<file path="config.mk">
export PLATFORM = sky130hd
export DESIGN_NAME = eac_aux_regs
export DESIGN_NICKNAME = d
export VERILOG_FILES = /design/src/eac_pkg.sv /design/src/eac_aux_regs.sv /design/src/eac_breath_gen.sv
export SDC_FILE = /design/constraint.sdc
export NUM_CORES = 1
export LEC_CHECK = 0
export BUFFER_PORTS_ARGS = -buffer_cell sky130_fd_sc_hd__buf_4
export CORE_UTILIZATION = 41
export CTS_CLUSTER_SIZE = 24
export DETAILED_ROUTE_END_ITERATION = 10
export PLACE_DENSITY = 0.59
export REMOVE_ABC_BUFFERS = 1
export SETUP_SLACK_MARGIN = 0.3
export SLEW_MARGIN = 40
export SYNTH_ARGS = -nofsm -noshare
export SYNTH_HDL_FRONTEND = slang
export SYNTH_SLANG_ARGS = --single-unit
</file>
<file path="constraint.sdc">
create_clock -name clk -period 7.53 [get_ports clk]
set_clock_uncertainty 0.1 [all_clocks]
set_input_delay 1.506 -clock clk [delete_from_list [all_inputs] [get_ports clk]]
set_output_delay 1.506 -clock clk [all_outputs]
set_load 0.02 [all_outputs]
</file>
<file path="src/eac_pkg.sv">
// shared constants and types for the auxiliary control register bank
// ==========================================================
// Contract
// - positive bias-drive select bit n adds channel n positive input to bias derivation
// - negative bias-drive select bit n adds channel n negative input to bias derivation
// - channels above the variant count are unavailable in every per-channel register
// - positive sense enable bit n turns on electrode-off detection; status valid only then
// - negative sense enable bit n turns on electrode-off detection; status valid only then
// - current direction bit n reverses detection current for channel n
// - positive status reads one per channel when electrode off; resets to zero
// - negative status reads one per channel when electrode off; resets to zero
// - pin data bits read back the present pin levels in either direction
// - pin data write drives the level only for output pins
// - pin direction bits: zero output, one input; reset is input
// - breathing mode 01 or 11 takes pins two to four from general use
// - even pulse select routes exactly one of channels 2,4,6,8; reset channel 2
// - odd pulse select routes exactly one of channels 1,3,5,7
// - pulse register bit 0 powers pulse buffer; off at reset
// - breathing phase code sets pin four lag, 22.5 degree steps; reset 135 degrees
// - phase setting has no effect below 32 kSPS output rate
// - breathing mode 00 none, 01 external (reset), 10 and 11 other
// - in mode 10 frequency code halves 64 kHz per step; phase rules by code
// - config four bit 3 selects single-shot conversion; continuous at reset
// - config four bit 2 links central terminal to bias drive; off at reset
package eac_pkg;
  // ==========================================================
  // register indices; byte address is four times the index
  localparam logic [5:0] IDX_BIAS_POS = 6'h0d;
  localparam logic [5:0] IDX_BIAS_NEG = 6'h0e;
  localparam logic [5:0] IDX_OFF_POS_EN = 6'h0f;
  localparam logic [5:0] IDX_OFF_NEG_EN = 6'h10;
  localparam logic [5:0] IDX_OFF_DIR = 6'h11;
  localparam logic [5:0] IDX_OFF_POS_STAT = 6'h12;
  localparam logic [5:0] IDX_OFF_NEG_STAT = 6'h13;
  localparam logic [5:0] IDX_PIN_PORT = 6'h14;
  localparam logic [5:0] IDX_PULSE_SEL = 6'h15;
  localparam logic [5:0] IDX_BREATHING = 6'h16;
  localparam logic [5:0] IDX_CONFIG_FOUR = 6'h17;
  // ==========================================================
  // reset values and writable-bit masks
  localparam logic [7:0] RST_ZERO = 8'h00;
  localparam logic [3:0] RST_PIN_DIR = 4'hf;
  localparam logic [7:0] RST_PULSE = 8'h00;
  localparam logic [7:0] RST_BREATHING = 8'h15;
  localparam logic [7:0] RST_CONFIG_FOUR = 8'h00;
  localparam logic [7:0] MASK_PULSE = 8'h1f;
  localparam logic [7:0] MASK_BREATHING = 8'h1f;
  localparam logic [7:0] MASK_CONFIG_FOUR = 8'hee;
  // ==========================================================
  // field positions
  localparam int PIN_DATA_LSB = 4;
  localparam int PULSE_EVEN_LSB = 3;
  localparam int PULSE_ODD_LSB = 1;
  localparam int PULSE_ON_BIT = 0;
  localparam int PHASE_LSB = 2;
  localparam int MODE_LSB = 0;
  localparam int FREQ_LSB = 5;
  localparam int SHOT_BIT = 3;
  localparam int LINK_BIT = 2;
  localparam int CMP_BIT = 1;
  // ==========================================================
  // breathing modes and pin sharing
  localparam logic [1:0] MODE_NONE = 2'b00;
  localparam logic [1:0] MODE_EXT = 2'b01;
  localparam logic [1:0] MODE_INT = 2'b10;
  localparam logic [1:0] MODE_RSV = 2'b11;
  localparam logic [3:0] PIN_SHARED = 4'he;
  localparam logic [2:0] FREQ_PHASED_MAX = 3'h1;
  // ==========================================================
  // timing: clock rate and fastest breathing control frequency
  localparam int unsigned CLK_HZ = 250_000_000;
  localparam int unsigned BREATH_BASE_HZ = 64_000;
  localparam int unsigned BREATH_BASE_CYC = CLK_HZ / BREATH_BASE_HZ;
  localparam int PHASE_SHIFT = 4;
  // ==========================================================
  // control outputs toward the analog side
  typedef struct packed {
    logic [7:0] biasPos;
    logic [7:0] biasNeg;
    logic [7:0] offPosEn;
    logic [7:0] offNegEn;
    logic [7:0] offDir;
    logic [7:0] evenPulseCh;
    logic [7:0] oddPulseCh;
    logic pulseBufOn;
    logic [1:0] breathMode;
    logic [2:0] breathPhase;
    logic [2:0] breathFreq;
    logic singleShot;
    logic terminalToBias;
    logic comparatorOn;
  } eac_ctrl_t;
endpackage

</file>
<file path="src/eac_aux_regs.sv">
// auxiliary control and status register bank with apb slave
//
// Our own choice: the APB slave port.
`timescale 1ns/1ns
module eac_aux_regs #(
  parameter int CHANNELS = 8,
  parameter int BREATH_PERIOD_CYC = eac_pkg::BREATH_BASE_CYC
) (
  input wire logic clk,
  input wire logic rst_n,
  input wire logic psel,
  input wire logic penable,
  input wire logic pwrite,
  input wire logic [7:0] paddr,
  input wire logic [31:0] pwdata,
  output logic [31:0] prdata,
  output logic pready,
  output logic pslverr,
  input wire logic [7:0] offPosRaw,
  input wire logic [7:0] offNegRaw,
  input wire logic fastRate,
  input wire logic [3:0] pinIn,
  output logic [3:0] pinOut,
  output logic [3:0] pinOe,
  output eac_pkg::eac_ctrl_t ctrl,
  output logic breathCtrlA,
  output logic breathCtrlB
);
  localparam logic [7:0] CH_MASK = 8'((1 << CHANNELS) - 1);

  logic [7:0] biasPos_q;
  logic [7:0] biasNeg_q;
  logic [7:0] offPosEn_q;
  logic [7:0] offNegEn_q;
  logic [7:0] offDir_q;
  logic [7:0] posStat_q;
  logic [7:0] negStat_q;
  logic [3:0] pinDir_q;
  logic [3:0] pinData_q;
  logic [7:0] pulse_q;
  logic [7:0] breath_q;
  logic [7:0] cfgFour_q;
  logic [5:0] regIdx;
  logic hit;
  logic xferDone;
  logic wrEn;
  logic [7:0] wByte;
  logic [7:0] readByte;
  logic [7:0] evenRoute;
  logic [7:0] oddRoute;
  logic [1:0] breathMode;
  logic pinsTaken;

  // ==========================================================
  // apb decode
  assign regIdx = paddr[7:2];
  assign hit = (paddr[1:0] == 2'b00) && (regIdx >= eac_pkg::IDX_BIAS_POS)
    && (regIdx <= eac_pkg::IDX_CONFIG_FOUR);
  // writes land only at the edge that completes the access phase
  assign xferDone = psel && penable && pready;
  assign wrEn = xferDone && pwrite && hit;
  assign wByte = pwdata[7:0];
  assign breathMode = breath_q[eac_pkg::MODE_LSB +: 2];
  assign pinsTaken = (breathMode == eac_pkg::MODE_EXT) || (breathMode == eac_pkg::MODE_RSV);

  // apb answer: one wait state, ready stands for one cycle
  always_ff @(posedge clk or negedge rst_n) begin
    if (!rst_n) begin
      pready <= 1'b0;
      pslverr <= 1'b0;
      prdata <= 32'h0;
    end else if (psel && penable && !pready) begin
      pready <= 1'b1;
      pslverr <= !hit;
      // unmapped or misaligned reads return zero with an error
      prdata <= (hit && !pwrite) ? {24'h0, readByte} : 32'h0;
    end else begin
      pready <= 1'b0;
      pslverr <= 1'b0;
    end
  end

  // ==========================================================
  // per-channel selections; missing channels stay zero
  always_ff @(posedge clk or negedge rst_n) begin
    if (!rst_n) begin
      biasPos_q <= eac_pkg::RST_ZERO;
    end else if (wrEn && regIdx == eac_pkg::IDX_BIAS_POS) begin
      biasPos_q <= wByte & CH_MASK;
    end
  end

  always_ff @(posedge clk or negedge rst_n) begin
    if (!rst_n) begin
      biasNeg_q <= eac_pkg::RST_ZERO;
    end else if (wrEn && regIdx == eac_pkg::IDX_BIAS_NEG) begin
      biasNeg_q <= wByte & CH_MASK;
    end
  end

  always_ff @(posedge clk or negedge rst_n) begin
    if (!rst_n) begin
      offPosEn_q <= eac_pkg::RST_ZERO;
    end else if (wrEn && regIdx == eac_pkg::IDX_OFF_POS_EN) begin
      offPosEn_q <= wByte & CH_MASK;
    end
  end

  always_ff @(posedge clk or negedge rst_n) begin
    if (!rst_n) begin
      offNegEn_q <= eac_pkg::RST_ZERO;
    end else if (wrEn && regIdx == eac_pkg::IDX_OFF_NEG_EN) begin
      offNegEn_q <= wByte & CH_MASK;
    end
  end

  always_ff @(posedge clk or negedge rst_n) begin
    if (!rst_n) begin
      offDir_q <= eac_pkg::RST_ZERO;
    end else if (wrEn && regIdx == eac_pkg::IDX_OFF_DIR) begin
      offDir_q <= wByte & CH_MASK;
    end
  end

  // ==========================================================
  // electrode-off status: sampled comparators, no write path at all
  // disabled channels read zero so a stale comparator cannot mislead
  always_ff @(posedge clk or negedge rst_n) begin
    if (!rst_n) begin
      posStat_q <= eac_pkg::RST_ZERO;
      negStat_q <= eac_pkg::RST_ZERO;
    end else begin
      posStat_q <= offPosRaw & offPosEn_q & CH_MASK;
      negStat_q <= offNegRaw & offNegEn_q & CH_MASK;
    end
  end

  // ==========================================================
  // general pin port
  always_ff @(posedge clk or negedge rst_n) begin
    if (!rst_n) begin
      pinDir_q <= eac_pkg::RST_PIN_DIR;
    end else if (wrEn && regIdx == eac_pkg::IDX_PIN_PORT) begin
      pinDir_q <= wByte[3:0];
    end
  end

  // data bits take the write only where the pin is an output before the write
  always_ff @(posedge clk or negedge rst_n) begin
    if (!rst_n) begin
      pinData_q <= 4'h0;
    end else if (wrEn && regIdx == eac_pkg::IDX_PIN_PORT) begin
      pinData_q <= (pinData_q & pinDir_q)
        | (wByte[eac_pkg::PIN_DATA_LSB +: 4] & ~pinDir_q);
    end
  end

  // pin drivers; shared pins released while breathing owns them
  always_ff @(posedge clk or negedge rst_n) begin
    if (!rst_n) begin
      pinOe <= 4'h0;
      pinOut <= 4'h0;
    end else begin
      pinOe <= ~pinDir_q & ~(pinsTaken ? eac_pkg::PIN_SHARED : 4'h0);
      pinOut <= pinData_q;
    end
  end

  // ==========================================================
  // pulse, breathing and config four registers; reserved bits kept zero
  always_ff @(posedge clk or negedge rst_n) begin
    if (!rst_n) begin
      pulse_q <= eac_pkg::RST_PULSE;
    end else if (wrEn && regIdx == eac_pkg::IDX_PULSE_SEL) begin
      pulse_q <= wByte & eac_pkg::MASK_PULSE;
    end
  end

  always_ff @(posedge clk or negedge rst_n) begin
    if (!rst_n) begin
      breath_q <= eac_pkg::RST_BREATHING;
    end else if (wrEn && regIdx == eac_pkg::IDX_BREATHING) begin
      breath_q <= wByte & eac_pkg::MASK_BREATHING;
    end
  end

  always_ff @(posedge clk or negedge rst_n) begin
    if (!rst_n) begin
      cfgFour_q <= eac_pkg::RST_CONFIG_FOUR;
    end else if (wrEn && regIdx == eac_pkg::IDX_CONFIG_FOUR) begin
      cfgFour_q <= wByte & eac_pkg::MASK_CONFIG_FOUR;
    end
  end

  // ==========================================================
  // pulse routing: code k picks channel 2k+2 (even) or 2k+1 (odd)
  // a code naming a channel the variant lacks routes nothing
  for (genvar k = 0; k < 4; k++) begin : g_route
    assign evenRoute[2*k+1] = (pulse_q[eac_pkg::PULSE_EVEN_LSB +: 2] == 2'(k))
      && (2*k+1 < CHANNELS);
    assign evenRoute[2*k] = 1'b0;
    assign oddRoute[2*k] = (pulse_q[eac_pkg::PULSE_ODD_LSB +: 2] == 2'(k))
      && (2*k < CHANNELS);
    assign oddRoute[2*k+1] = 1'b0;
  end

  // control word toward the analog side, one register stage
  always_ff @(posedge clk or negedge rst_n) begin
    if (!rst_n) begin
      ctrl <= '0;
    end else begin
      ctrl.biasPos <= biasPos_q;
      ctrl.biasNeg <= biasNeg_q;
      ctrl.offPosEn <= offPosEn_q;
      ctrl.offNegEn <= offNegEn_q;
      ctrl.offDir <= offDir_q;
      ctrl.evenPulseCh <= evenRoute;
      ctrl.oddPulseCh <= oddRoute;
      ctrl.pulseBufOn <= pulse_q[eac_pkg::PULSE_ON_BIT];
      ctrl.breathMode <= breathMode;
      ctrl.breathPhase <= breath_q[eac_pkg::PHASE_LSB +: 3];
      ctrl.breathFreq <= cfgFour_q[eac_pkg::FREQ_LSB +: 3];
      ctrl.singleShot <= cfgFour_q[eac_pkg::SHOT_BIT];
      ctrl.terminalToBias <= cfgFour_q[eac_pkg::LINK_BIT];
      ctrl.comparatorOn <= cfgFour_q[eac_pkg::CMP_BIT];
    end
  end

  // ==========================================================
  // breathing control pair, runs only in mode 10
  eac_breath_gen #(
    .BASE_CYC(BREATH_PERIOD_CYC)
  ) u_breath (
    .clk(clk),
    .rst_n(rst_n),
    .enable(breathMode == eac_pkg::MODE_INT),
    .freqSel(cfgFour_q[eac_pkg::FREQ_LSB +: 3]),
    .phaseSel(breath_q[eac_pkg::PHASE_LSB +: 3]),
    // phase only at the top two frequencies and at 32 kSPS or faster
    .usePhase(fastRate
      && (cfgFour_q[eac_pkg::FREQ_LSB +: 3] <= eac_pkg::FREQ_PHASED_MAX)),
    .ctrlA(breathCtrlA),
    .ctrlB(breathCtrlB)
  );

  // ==========================================================
  // read mux
  always_comb begin
    unique case (regIdx)
      eac_pkg::IDX_BIAS_POS: readByte = biasPos_q;
      eac_pkg::IDX_BIAS_NEG: readByte = biasNeg_q;
      eac_pkg::IDX_OFF_POS_EN: readByte = offPosEn_q;
      eac_pkg::IDX_OFF_NEG_EN: readByte = offNegEn_q;
      eac_pkg::IDX_OFF_DIR: readByte = offDir_q;
      eac_pkg::IDX_OFF_POS_STAT: readByte = posStat_q;
      eac_pkg::IDX_OFF_NEG_STAT: readByte = negStat_q;
      eac_pkg::IDX_PIN_PORT: readByte = {pinIn, pinDir_q};
      eac_pkg::IDX_PULSE_SEL: readByte = pulse_q;
      eac_pkg::IDX_BREATHING: readByte = breath_q;
      eac_pkg::IDX_CONFIG_FOUR: readByte = cfgFour_q;
      default: readByte = 8'h00;
    endcase
  end

  // ==========================================================
  // checks
  apb_wait_a: assert property (@(posedge clk) disable iff (!rst_n)
    psel && penable && !pready |=> pready ##1 !pready)
    else $error("apb answer not exactly one cycle after access");
  stat_track_a: assert property (@(posedge clk) disable iff (!rst_n)
    ##1 posStat_q == ($past(offPosRaw) & $past(offPosEn_q) & CH_MASK))
    else $error("positive status not following enabled comparators");
  stat_wr_a: assert property (@(posedge clk) disable iff (!rst_n)
    wrEn && (regIdx == eac_pkg::IDX_OFF_POS_STAT || regIdx == eac_pkg::IDX_OFF_NEG_STAT)
    |=> posStat_q == ($past(offPosRaw) & $past(offPosEn_q) & CH_MASK)
    && negStat_q == ($past(offNegRaw) & $past(offNegEn_q) & CH_MASK))
    else $error("status register took a write");
  pin_input_a: assert property (@(posedge clk) disable iff (!rst_n)
    wrEn && regIdx == eac_pkg::IDX_PIN_PORT && pinDir_q == 4'hf
    |=> $stable(pinData_q))
    else $error("input pin data changed on write");
  pin_read_a: assert property (@(posedge clk) disable iff (!rst_n)
    psel && penable && !pready && !pwrite && regIdx == eac_pkg::IDX_PIN_PORT && hit
    |=> prdata[7:4] == $past(pinIn))
    else $error("pin read did not return pin levels");
  pin_shared_a: assert property (@(posedge clk) disable iff (!rst_n)
    pinsTaken |=> (pinOe & eac_pkg::PIN_SHARED) == 4'h0)
    else $error("shared pin driven while breathing owns it");
  pin_dir_a: assert property (@(posedge clk) disable iff (!rst_n)
    ##1 (pinOe & $past(pinDir_q)) == 4'h0)
    else $error("input pin driven");
  even_route_a: assert property (@(posedge clk) disable iff (!rst_n)
    ##1 $onehot0(ctrl.evenPulseCh) && (ctrl.evenPulseCh & 8'h55) == 8'h00)
    else $error("even pulse route not a single even channel");
  odd_route_a: assert property (@(posedge clk) disable iff (!rst_n)
    rst_n && pulse_q[eac_pkg::PULSE_ODD_LSB +: 2] == 2'b00 |=> ctrl.oddPulseCh == 8'h01)
    else $error("odd code 00 did not route channel 1");
  ch_mask_a: assert property (@(posedge clk) disable iff (!rst_n)
    wrEn && regIdx == eac_pkg::IDX_BIAS_POS |=> biasPos_q == ($past(wByte) & CH_MASK))
    else $error("positive bias select not stored masked");

  // ==========================================================
  // stored values and their output copies; rst_n gate skips the release edge
  bias_neg_a: assert property (@(posedge clk) disable iff (!rst_n)
    wrEn && regIdx == eac_pkg::IDX_BIAS_NEG |=> biasNeg_q == ($past(wByte) & CH_MASK))
    else $error("negative bias select not stored masked");
  sense_pos_a: assert property (@(posedge clk) disable iff (!rst_n)
    wrEn && regIdx == eac_pkg::IDX_OFF_POS_EN |=> offPosEn_q == ($past(wByte) & CH_MASK))
    else $error("positive sense enable not stored");
  sense_neg_a: assert property (@(posedge clk) disable iff (!rst_n)
    wrEn && regIdx == eac_pkg::IDX_OFF_NEG_EN |=> offNegEn_q == ($past(wByte) & CH_MASK))
    else $error("negative sense enable not stored");
  flip_dir_a: assert property (@(posedge clk) disable iff (!rst_n)
    wrEn && regIdx == eac_pkg::IDX_OFF_DIR |=> offDir_q == ($past(wByte) & CH_MASK))
    else $error("current direction not stored");
  neg_track_a: assert property (@(posedge clk) disable iff (!rst_n)
    rst_n |=> negStat_q == ($past(offNegRaw) & $past(offNegEn_q) & CH_MASK))
    else $error("negative status not following enabled comparators");
  pulse_wr_a: assert property (@(posedge clk) disable iff (!rst_n)
    wrEn && regIdx == eac_pkg::IDX_PULSE_SEL |=> pulse_q == ($past(wByte) & eac_pkg::MASK_PULSE))
    else $error("pulse register not stored");
  breath_wr_a: assert property (@(posedge clk) disable iff (!rst_n)
    wrEn && regIdx == eac_pkg::IDX_BREATHING
    |=> breath_q == ($past(wByte) & eac_pkg::MASK_BREATHING))
    else $error("breathing register not stored");
  cfg_wr_a: assert property (@(posedge clk) disable iff (!rst_n)
    wrEn && regIdx == eac_pkg::IDX_CONFIG_FOUR
    |=> cfgFour_q == ($past(wByte) & eac_pkg::MASK_CONFIG_FOUR))
    else $error("config four not stored");
  buf_out_a: assert property (@(posedge clk) disable iff (!rst_n)
    rst_n |=> ctrl.pulseBufOn == $past(pulse_q[eac_pkg::PULSE_ON_BIT]))
    else $error("pulse buffer output wrong");
  shot_out_a: assert property (@(posedge clk) disable iff (!rst_n)
    rst_n |=> ctrl.singleShot == $past(cfgFour_q[eac_pkg::SHOT_BIT]))
    else $error("single-shot output wrong");
  link_out_a: assert property (@(posedge clk) disable iff (!rst_n)
    rst_n |=> ctrl.terminalToBias == $past(cfgFour_q[eac_pkg::LINK_BIT]))
    else $error("terminal link output wrong");
  pin_out_a: assert property (@(posedge clk) disable iff (!rst_n)
    rst_n |=> pinOut == $past(pinData_q))
    else $error("pin drive level wrong");
  mode_out_a: assert property (@(posedge clk) disable iff (!rst_n)
    rst_n |=> ctrl.breathMode == $past(breathMode))
    else $error("breathing mode output wrong");
  phase_out_a: assert property (@(posedge clk) disable iff (!rst_n)
    rst_n |=> ctrl.breathPhase == $past(breath_q[eac_pkg::PHASE_LSB +: 3]))
    else $error("breathing phase output wrong");
  odd_onehot_a: assert property (@(posedge clk) disable iff (!rst_n)
    ##1 $onehot0(ctrl.oddPulseCh) && (ctrl.oddPulseCh & 8'haa) == 8'h00)
    else $error("odd pulse route not a single odd channel");
  breath_idle_a: assert property (@(posedge clk) disable iff (!rst_n)
    breathMode != eac_pkg::MODE_INT |=> !breathCtrlA && !breathCtrlB)
    else $error("breathing pair active outside mode 10");
endmodule

</file>
<file path="src/eac_breath_gen.sv">
// breathing demodulation control pair generator
`timescale 1ns/1ns
module eac_breath_gen #(
  parameter int BASE_CYC = 3906
) (
  input wire logic clk,
  input wire logic rst_n,
  input wire logic enable,
  input wire logic [2:0] freqSel,
  input wire logic [2:0] phaseSel,
  input wire logic usePhase,
  output logic ctrlA,
  output logic ctrlB
);
  logic [19:0] period;
  logic [19:0] offset;
  logic [19:0] lagged;
  logic [22:0] prod;
  logic [19:0] cnt_q;

  // ==========================================================
  // period and lag of the second signal
  always_comb begin
    period = 20'(BASE_CYC) << freqSel;
    prod = 23'(period) * 23'({1'b0, phaseSel} + 4'h1);
    // lag is (code+1)/16 of a period, or half a period when phase is off
    offset = usePhase ? 20'(prod >> eac_pkg::PHASE_SHIFT) : (period >> 1);
    lagged = (cnt_q >= offset) ? (cnt_q - offset) : (cnt_q + period - offset);
  end

  // period counter; restarts whenever the generator is idle
  always_ff @(posedge clk or negedge rst_n) begin
    if (!rst_n) begin
      cnt_q <= 20'h0;
    end else if (!enable || cnt_q >= period - 20'h1) begin
      cnt_q <= 20'h0;
    end else begin
      cnt_q <= cnt_q + 20'h1;
    end
  end

  // both outputs low while idle so the pins rest quiet
  always_ff @(posedge clk or negedge rst_n) begin
    if (!rst_n) begin
      ctrlA <= 1'b0;
      ctrlB <= 1'b0;
    end else begin
      ctrlA <= enable && (cnt_q < (period >> 1));
      ctrlB <= enable && (lagged < (period >> 1));
    end
  end

  gen_idle_a: assert property (@(posedge clk) disable iff (!rst_n)
    !enable |=> !ctrlA && !ctrlB) else $error("breathing outputs active while idle");
  gen_antiphase_a: assert property (@(posedge clk) disable iff (!rst_n)
    enable && !usePhase && $stable(freqSel) |=> ctrlB == !ctrlA)
    else $error("second breathing signal not in antiphase");
endmodule

</file>
==> metrics, run 1 <==
CTS max path bufs=2; Yosys top cell area share=33.1%; aggregate global routing overflow=0; Final min period=7.93 ns; via count=10883; PortBufs=121; cell count after synthesis=1353; via density per instance=5.16; count leader, synth=dfrtp_1; Filler cells=2895; final period utilization=105%; #FFs+latches synth=180; Design Power=1.99 mW; yosys warns=0; Area Overhead vs Synth=29.6%; area leader, netlist=dfrtp_1; final worst slack=-0.401 ns; EDFF count, synth=0; final hold slack=0.273 ns; hold crit path type=flop to flop; top post-synthesis cells by count=dfrtp_1, nor2_1, ha_1; cts bufs inserted=17; CP most frequent cell=buf_4; data arrival time of the worst path=8.20 ns; Chip Width=181 µm; CTS root buf=clkbuf_16; crit path max fanout=4; CP Class=flop to flop; RSZ-0062 raised after global routing=yes; Core ar.=31500 µm²; Worst-Skew Late Latency=0.44 ns; P per Cell Area=117 nW/µm²; # IOs=178; global-route wire length before repair=60.0 mm; Worst path max stage delay=0.54 ns; Static Leak=8.67 nW; Die Ht=181 µm; Slowest cell on crit path=dfstp_2; Mean Syn Cell Area=9.67 µm²; layout cells sized above 1=31.6%; Die Footprint=32600 µm²; initial core utilization=41.6%; Clock Pin Slew Worst Setup and Hold Paths=0.08 ns; # H-tree levels=4; Synth cell types=77; critical path startpoint category=flop; GRT Overall Usage=23.7%; antenna viol nets, final=0; cell area after synthesis=13100 µm²; # rows=65; largest net degree at the start of global routing=119; status=finished, violations left; Slew HR=44.5%; gpl congestion=0.879; Worst setup EP type=flop; WL/cell=18.0 µm; antenna violations before repair=0; Residual DRC=0; final hold violations=0; worst-margin pin slew=0.832 ns; failing checks=negative setup slack; sequential share of the synthesized area=34.5%; DRT Pass-1 Iters=5; Synth Flop Type=dfrtp_1; ranking of synthesized cells by area=dfrtp_1, ha_1, fa_1; # setup viols final=1; fmax=126 MHz; DRT Wirelength=38.0 mm; post-layout util=53.9%; CTS Hold Bufs=0; Sink Count=180; worst endpoint required time=7.80 ns; 1st-iter DRT viols=723; fin. max-slew vios=0; final net count=1929; FFs w/ async S/R, synth=100%; VDD IR max=0.000166 V; dpl hpwl=29.3 mm; number of global-route vias before repair=10902; CTS tree=yes; number of max-cap violations=0
[through the flow]
stage                     setup slack (ns)  TNS [ns]  instance area [µm²]  instances
after floorplan                     -0.257    -0.257                12800       1322
after global placement              -0.788    -0.788                15900       2063
after detailed placement            -0.861    -0.861                15900       2063
after CTS                           -0.390    -0.390                16700       2095
after global routing                -0.748    -0.748                16900       2110
final                               -0.401    -0.401                17000       2111
[logic make-up (layout without fill, tap and decap cells)]
group	after synthesis	in the layout	synth area share, %
AOI/OAI and AO/OA	271	271	13.2
muxes	89	89	7.80
DFF	180	180	34.5
and+or+nand+nor	406	406	15.3
xor gates and xnor gates	61	61	4.09
other	2	35	0.0574
adders and majority gates	168	168	19.1
buffers and inverters	176	499	6.07
[power breakdown]
part	internal, mW	leakage (nW)	switching [mW]	total, mW
combinational	0.0350	5.95	0.0749	0.110
sequential	0.967	2.43	0.000772	0.968
clock	0.452	0.289	0.460	0.912
[state kept, by name (all words and copies together), names as in the netlist, 6 cells and up, named ones only]
register        cells
posStat_q           8
offNegEn_q          8
biasPos_q           8
cfgFour_q           6
biasNeg_q           8
negStat_q           8
offDir_q            8
u_breath.cnt_q     20
offPosEn_q          8
prdata              8
ctrl               60
[what timing repair did]
item / 4_1_cts / 5_1_grt
gates cloned: 0 / 2
pin swaps: 8 / 19
gates resized for setup: 39 / 22
setup buffers: 0 / 11
endpoints found under the setup margin: 1 / 1
[routing by layer]
| layer | up-vias | global-route usage, % | wire (µm) |
|---|---|---|---|
| met5 | - | 0 | 0 |
| met4 | 0 | 5.57 | 549 |
| met3 | 29 | 4.93 | 2110 |
| met2 | 239 | 38.2 | 17700 |
| met1 | 5301 | 32.7 | 17600 |
| li1 | 5314 | - | - |
[cell usage in the layout (no fill, tap or decap), types with 4 or more instances in the layout]
| cell type | instances |
|---|---|
| inv_1 | 106 |
| mux2i_1 | 15 |
| a21o_1 | 25 |
| nor3_1 | 10 |
| a22oi_1 | 12 |
| and2_1 | 24 |
| a21oi_2 | 9 |
| nor2_1 | 134 |
| inv_2 | 5 |
| nand2_1 | 98 |
| o21ai_2 | 4 |
| conb_1 | 34 |
| nor2b_1 | 13 |
| o31ai_1 | 5 |
| a41oi_1 | 4 |
| nand4_1 | 12 |
| clkbuf_16 | 20 |
| o21ai_1 | 6 |
| xnor2_1 | 33 |
| and3_1 | 11 |
| or2_2 | 9 |
| inv_6 | 4 |
| a21oi_1 | 65 |
| dfstp_2 | 7 |
| fa_1 | 51 |
| buf_4 | 345 |
| nand3_1 | 26 |
| or3_1 | 17 |
| o22ai_1 | 7 |
| dfrtp_1 | 172 |
| a211oi_1 | 11 |
| nand2b_1 | 19 |
| o21ai_0 | 65 |
| ha_1 | 111 |
| xor2_1 | 27 |
| a31oi_1 | 6 |
| o21a_1 | 10 |
| mux2_2 | 70 |
[worst max-delay path, delay by kind of cell (launching register included)]
| kind | cells | cell delay (ns) |
|---|---|---|
| DFF | 1 | 0.54 |
| AOI/OAI and AO/OA | 11 | 2.04 |
| and+or+nand+nor | 7 | 1.20 |
| buffers and inverters | 7 | 0.93 |
| adders and majority gates | 7 | 2.48 |
| muxes | 1 | 0.09 |
| xor gates and xnor gates | 3 | 0.47 |
[path summary, 6_finish.rpt]
kind	depth (start not counted)	slack, ns	to	from
worst max-delay path	36	-0.40	u_breath.ctrlB$_DFF_PN0_	breath_q[2]$_DFFE_PN1P_
worst min-delay path	0	0.27	pinOut[1]$_DFF_PN0_	flop
worst max register to register	36	-0.40	u_breath.ctrlB$_DFF_PN0_	breath_q[2]$_DFFE_PN1P_
worst min register to register	0	0.27	pinOut[1]$_DFF_PN0_	flop
max in group asynchronous	2	5.41	ctrl[65]$_DFF_PN0_	rst_n
min in group asynchronous	1	0.87	u_breath.cnt_q[2]$_DFF_PN0_	rst_n
[cell type report]
class                      count  area (µm²)  area share (%)
clock buffer                  17         425            2.51
antenna                        1        2.50          0.0148
inverter                     113         427            2.52
sequential                   180        4510            26.6
tap                          402         503            2.97
multi-input combinational   1029        8150            48.1
timing repair buffer         354        2760            16.3
clock inverter                15         175            1.03
(Power assumes the default switching activity.)
==> run 2, diff against run 1 <==
Settings changed: CORE_ASPECT_RATIO set to 0.9.
==> metrics, run 2 (synthesis results as in run 1) <==
dpl hpwl=29.6 mm (was 29.3 mm); Chip Width=190 µm (was 181 µm); r2r endpoint=u_breath.ctrlB$_DFF_PN0_ (unchanged); commonest non-fill, non-tap cell in the layout=buf_4 (unchanged); cts bufs inserted=17 (unchanged); Final min period=7.71 ns (was 7.93 ns); via count=11400 (was 10883); fin. max-slew vios=0 (unchanged); CTS tree=yes (unchanged); # IOs=178 (unchanged); setup slack, reg-to-reg=-0.18 ns (was -0.40 ns); Die Footprint=32600 µm² (about the same); Critical Path Source=breath_q[3]$_DFFE_PN0P_ (was breath_q[2]$_DFFE_PN1P_); via density per instance=5.28 (was 5.16); final period utilization=102% (was 105%); aggregate global routing overflow=0 (unchanged); 1st-iter DRT viols=619 (was 723); final net count=1971 (was 1929); Design Power=2.06 mW (was 1.99 mW); DRT Pass-1 Iters=5 (unchanged); gpl congestion=0.882 (was 0.879); Static Leak=8.91 nW (was 8.67 nW); fmax=130 MHz (was 126 MHz); ANT cells=0 (was 1); antenna viol nets, final=0 (unchanged); largest net degree at the start of global routing=66 (was 119); number of global-route vias before repair=11131 (was 10902); global-route wire length before repair=60.8 mm (was 60.0 mm); biggest regs=ctrl: 60 flops, u_breath.cnt_q: 20 flops (unchanged); CP Class=flop to flop (unchanged); worst reg2reg startpoint=breath_q[3]$_DFFE_PN0P_ (was breath_q[2]$_DFFE_PN1P_); R2R cell count=34 (was 36); placed cell count=2078 (was 2063); P per Cell Area=117 nW/µm² (about the same); max reg flops=60 (unchanged); failing checks=negative setup slack (unchanged); Slowest cell on crit path=fa_1 (was dfstp_2); Worst path max stage delay=0.53 ns (was 0.54 ns); antenna violations before repair=0 (unchanged); hold crit path type=flop to flop (unchanged); Post-Route Setup TNS=-0.178 ns (was -0.401 ns); number of max-cap violations=0 (unchanged); DRT Wirelength=39.0 mm (was 38.0 mm); CTS max path bufs=2 (unchanged); Die Ht=171 µm (was 181 µm); initial core utilization=42.0% (was 41.6%); crit path to=u_breath.ctrlB$_DFF_PN0_ (unchanged); Residual DRC=0 (unchanged); # rows=61 (was 65); Area Overhead vs Synth=35.1% (was 29.6%); WL/cell=18.1 µm (was 18.0 µm); Worst Setup Slack post-DPL=-0.925 ns (was -0.861 ns); commonest cells after routing, fill and taps aside=buf_4, dfrtp_1, nor2_1, ha_1, inv_1 (unchanged); Filler cells=2702 (was 2895); PortBufs=121 (unchanged); Worst-Skew Late Latency=0.45 ns (was 0.44 ns); final worst slack=-0.178 ns (was -0.401 ns); GRT Overall Usage=24.4% (was 23.7%); RSZ-0062 raised after global routing=yes (unchanged); Sink Count=180 (unchanged); layout cells sized above 1=35.9% (was 31.6%); critical path startpoint category=flop (unchanged); # setup viols final=1 (unchanged); data arrival time of the worst path=7.98 ns (was 8.20 ns); final hold violations=0 (unchanged); VDD IR max=0.000162 V (was 0.000166 V); Clock Pin Slew Worst Setup and Hold Paths=0.08 ns (about the same); post-layout util=56.7% (was 53.9%); Worst setup EP type=flop (unchanged); # H-tree levels=4 (unchanged); worst endpoint required time=7.81 ns (was 7.80 ns); Slew HR=45.0% (was 44.5%); Non-Filler Instances=2159 (was 2111); Core ar.=31100 µm² (was 31500 µm²); crit path max fanout=8 (was 4); largest register by flop count=ctrl (unchanged); status=finished, violations left (unchanged); worst-margin pin slew=0.821 ns (was 0.832 ns); CTS root buf=clkbuf_16 (unchanged)
[run 2: changes by cell type in the layout (fill, tap and decap cells not counted), moves of 8 or more]
cell and delta:
nor2_2 +8, nor2_1 -9, buf_6 +13, ha_1 -8, buf_4 +29
[run 2: final cells by class]
cell class / count / area, µm² / area share (%)
Multi-Input combinational cell: 1029 / 8440 / 47.8
Clock inverter: 15 / 231 / 1.31
Timing Repair Buffer: 396 / 3120 / 17.6
Inverter: 113 / 430 / 2.44
Tap cell: 409 / 512 / 2.90
Clock buffer: 17 / 425 / 2.41
Sequential cell: 180 / 4520 / 25.6
[run 2: metal layers]
layer	vias to the layer above	share of wire (%)	global-route usage, %
li1	5392	-	-
met1	5629	46	34.6
met2	329	46	38.1
met3	50	6.5	5.26
met4	0	1.4	5.60
met5	-	0	0
[run 2: where the power goes]
group          switching [mW]  leakage (nW)  internal [mW]  total [mW]
Sequential           0.000641          2.43          0.967       0.968
Combinational          0.0756          6.17         0.0327       0.108
Clock                   0.464         0.317          0.520       0.984
Total                   0.540          8.91           1.52        2.06
[run 2: how the worst min path moves through the flow]
stage,startpoint,cells after the start,to,slack (ns)
6_report,flop,0,pinOut[2]$_DFF_PN0_,0.28
5_1_grt,flop,0,pinOut[2]$_DFF_PN0_,0.31
4_1_cts,flop,0,pinOut[2]$_DFF_PN0_,0.29
3_5_place_dp,flop,0,pinOut[2]$_DFF_PN0_,0.27
3_3_place_gp,flop,0,pinOut[2]$_DFF_PN0_,0.26
2_1_floorplan,flop,0,pinOut[0]$_DFF_PN0_,0.25
[run 2: through the flow]
step / instance area (µm²) / hold WS, ns
global placement: 16000 / 0.261
detailed placement: 16000 / 0.270
CTS: 17600 / 0.287
global route: 17700 / 0.309
floorplan: 12800 / 0.250
finish: 17700 / 0.281
[run 2: critical path, delay by kind of cell (launching register included)]
kind / cells / cell delay [ns]
AND/OR/NAND/NOR: 8 / 1.10
XOR/XNOR: 3 / 0.61
multiplexers: 1 / 0.09
buffers and inverters: 6 / 0.78
flip-flops: 1 / 0.42
AO/OA/AOI/OAI: 9 / 1.97
adder cells (fa/ha/maj): 7 / 2.56
[run 2: timing repair]
action / in CTS / in global routing
setup buffers: 47 / 0
hold buffers: 0 / 0
cloned: 2 / 0
gates resized for setup: 137 / 10
setup endpoints to repair: 1 / 1
pin swaps: 76 / 1
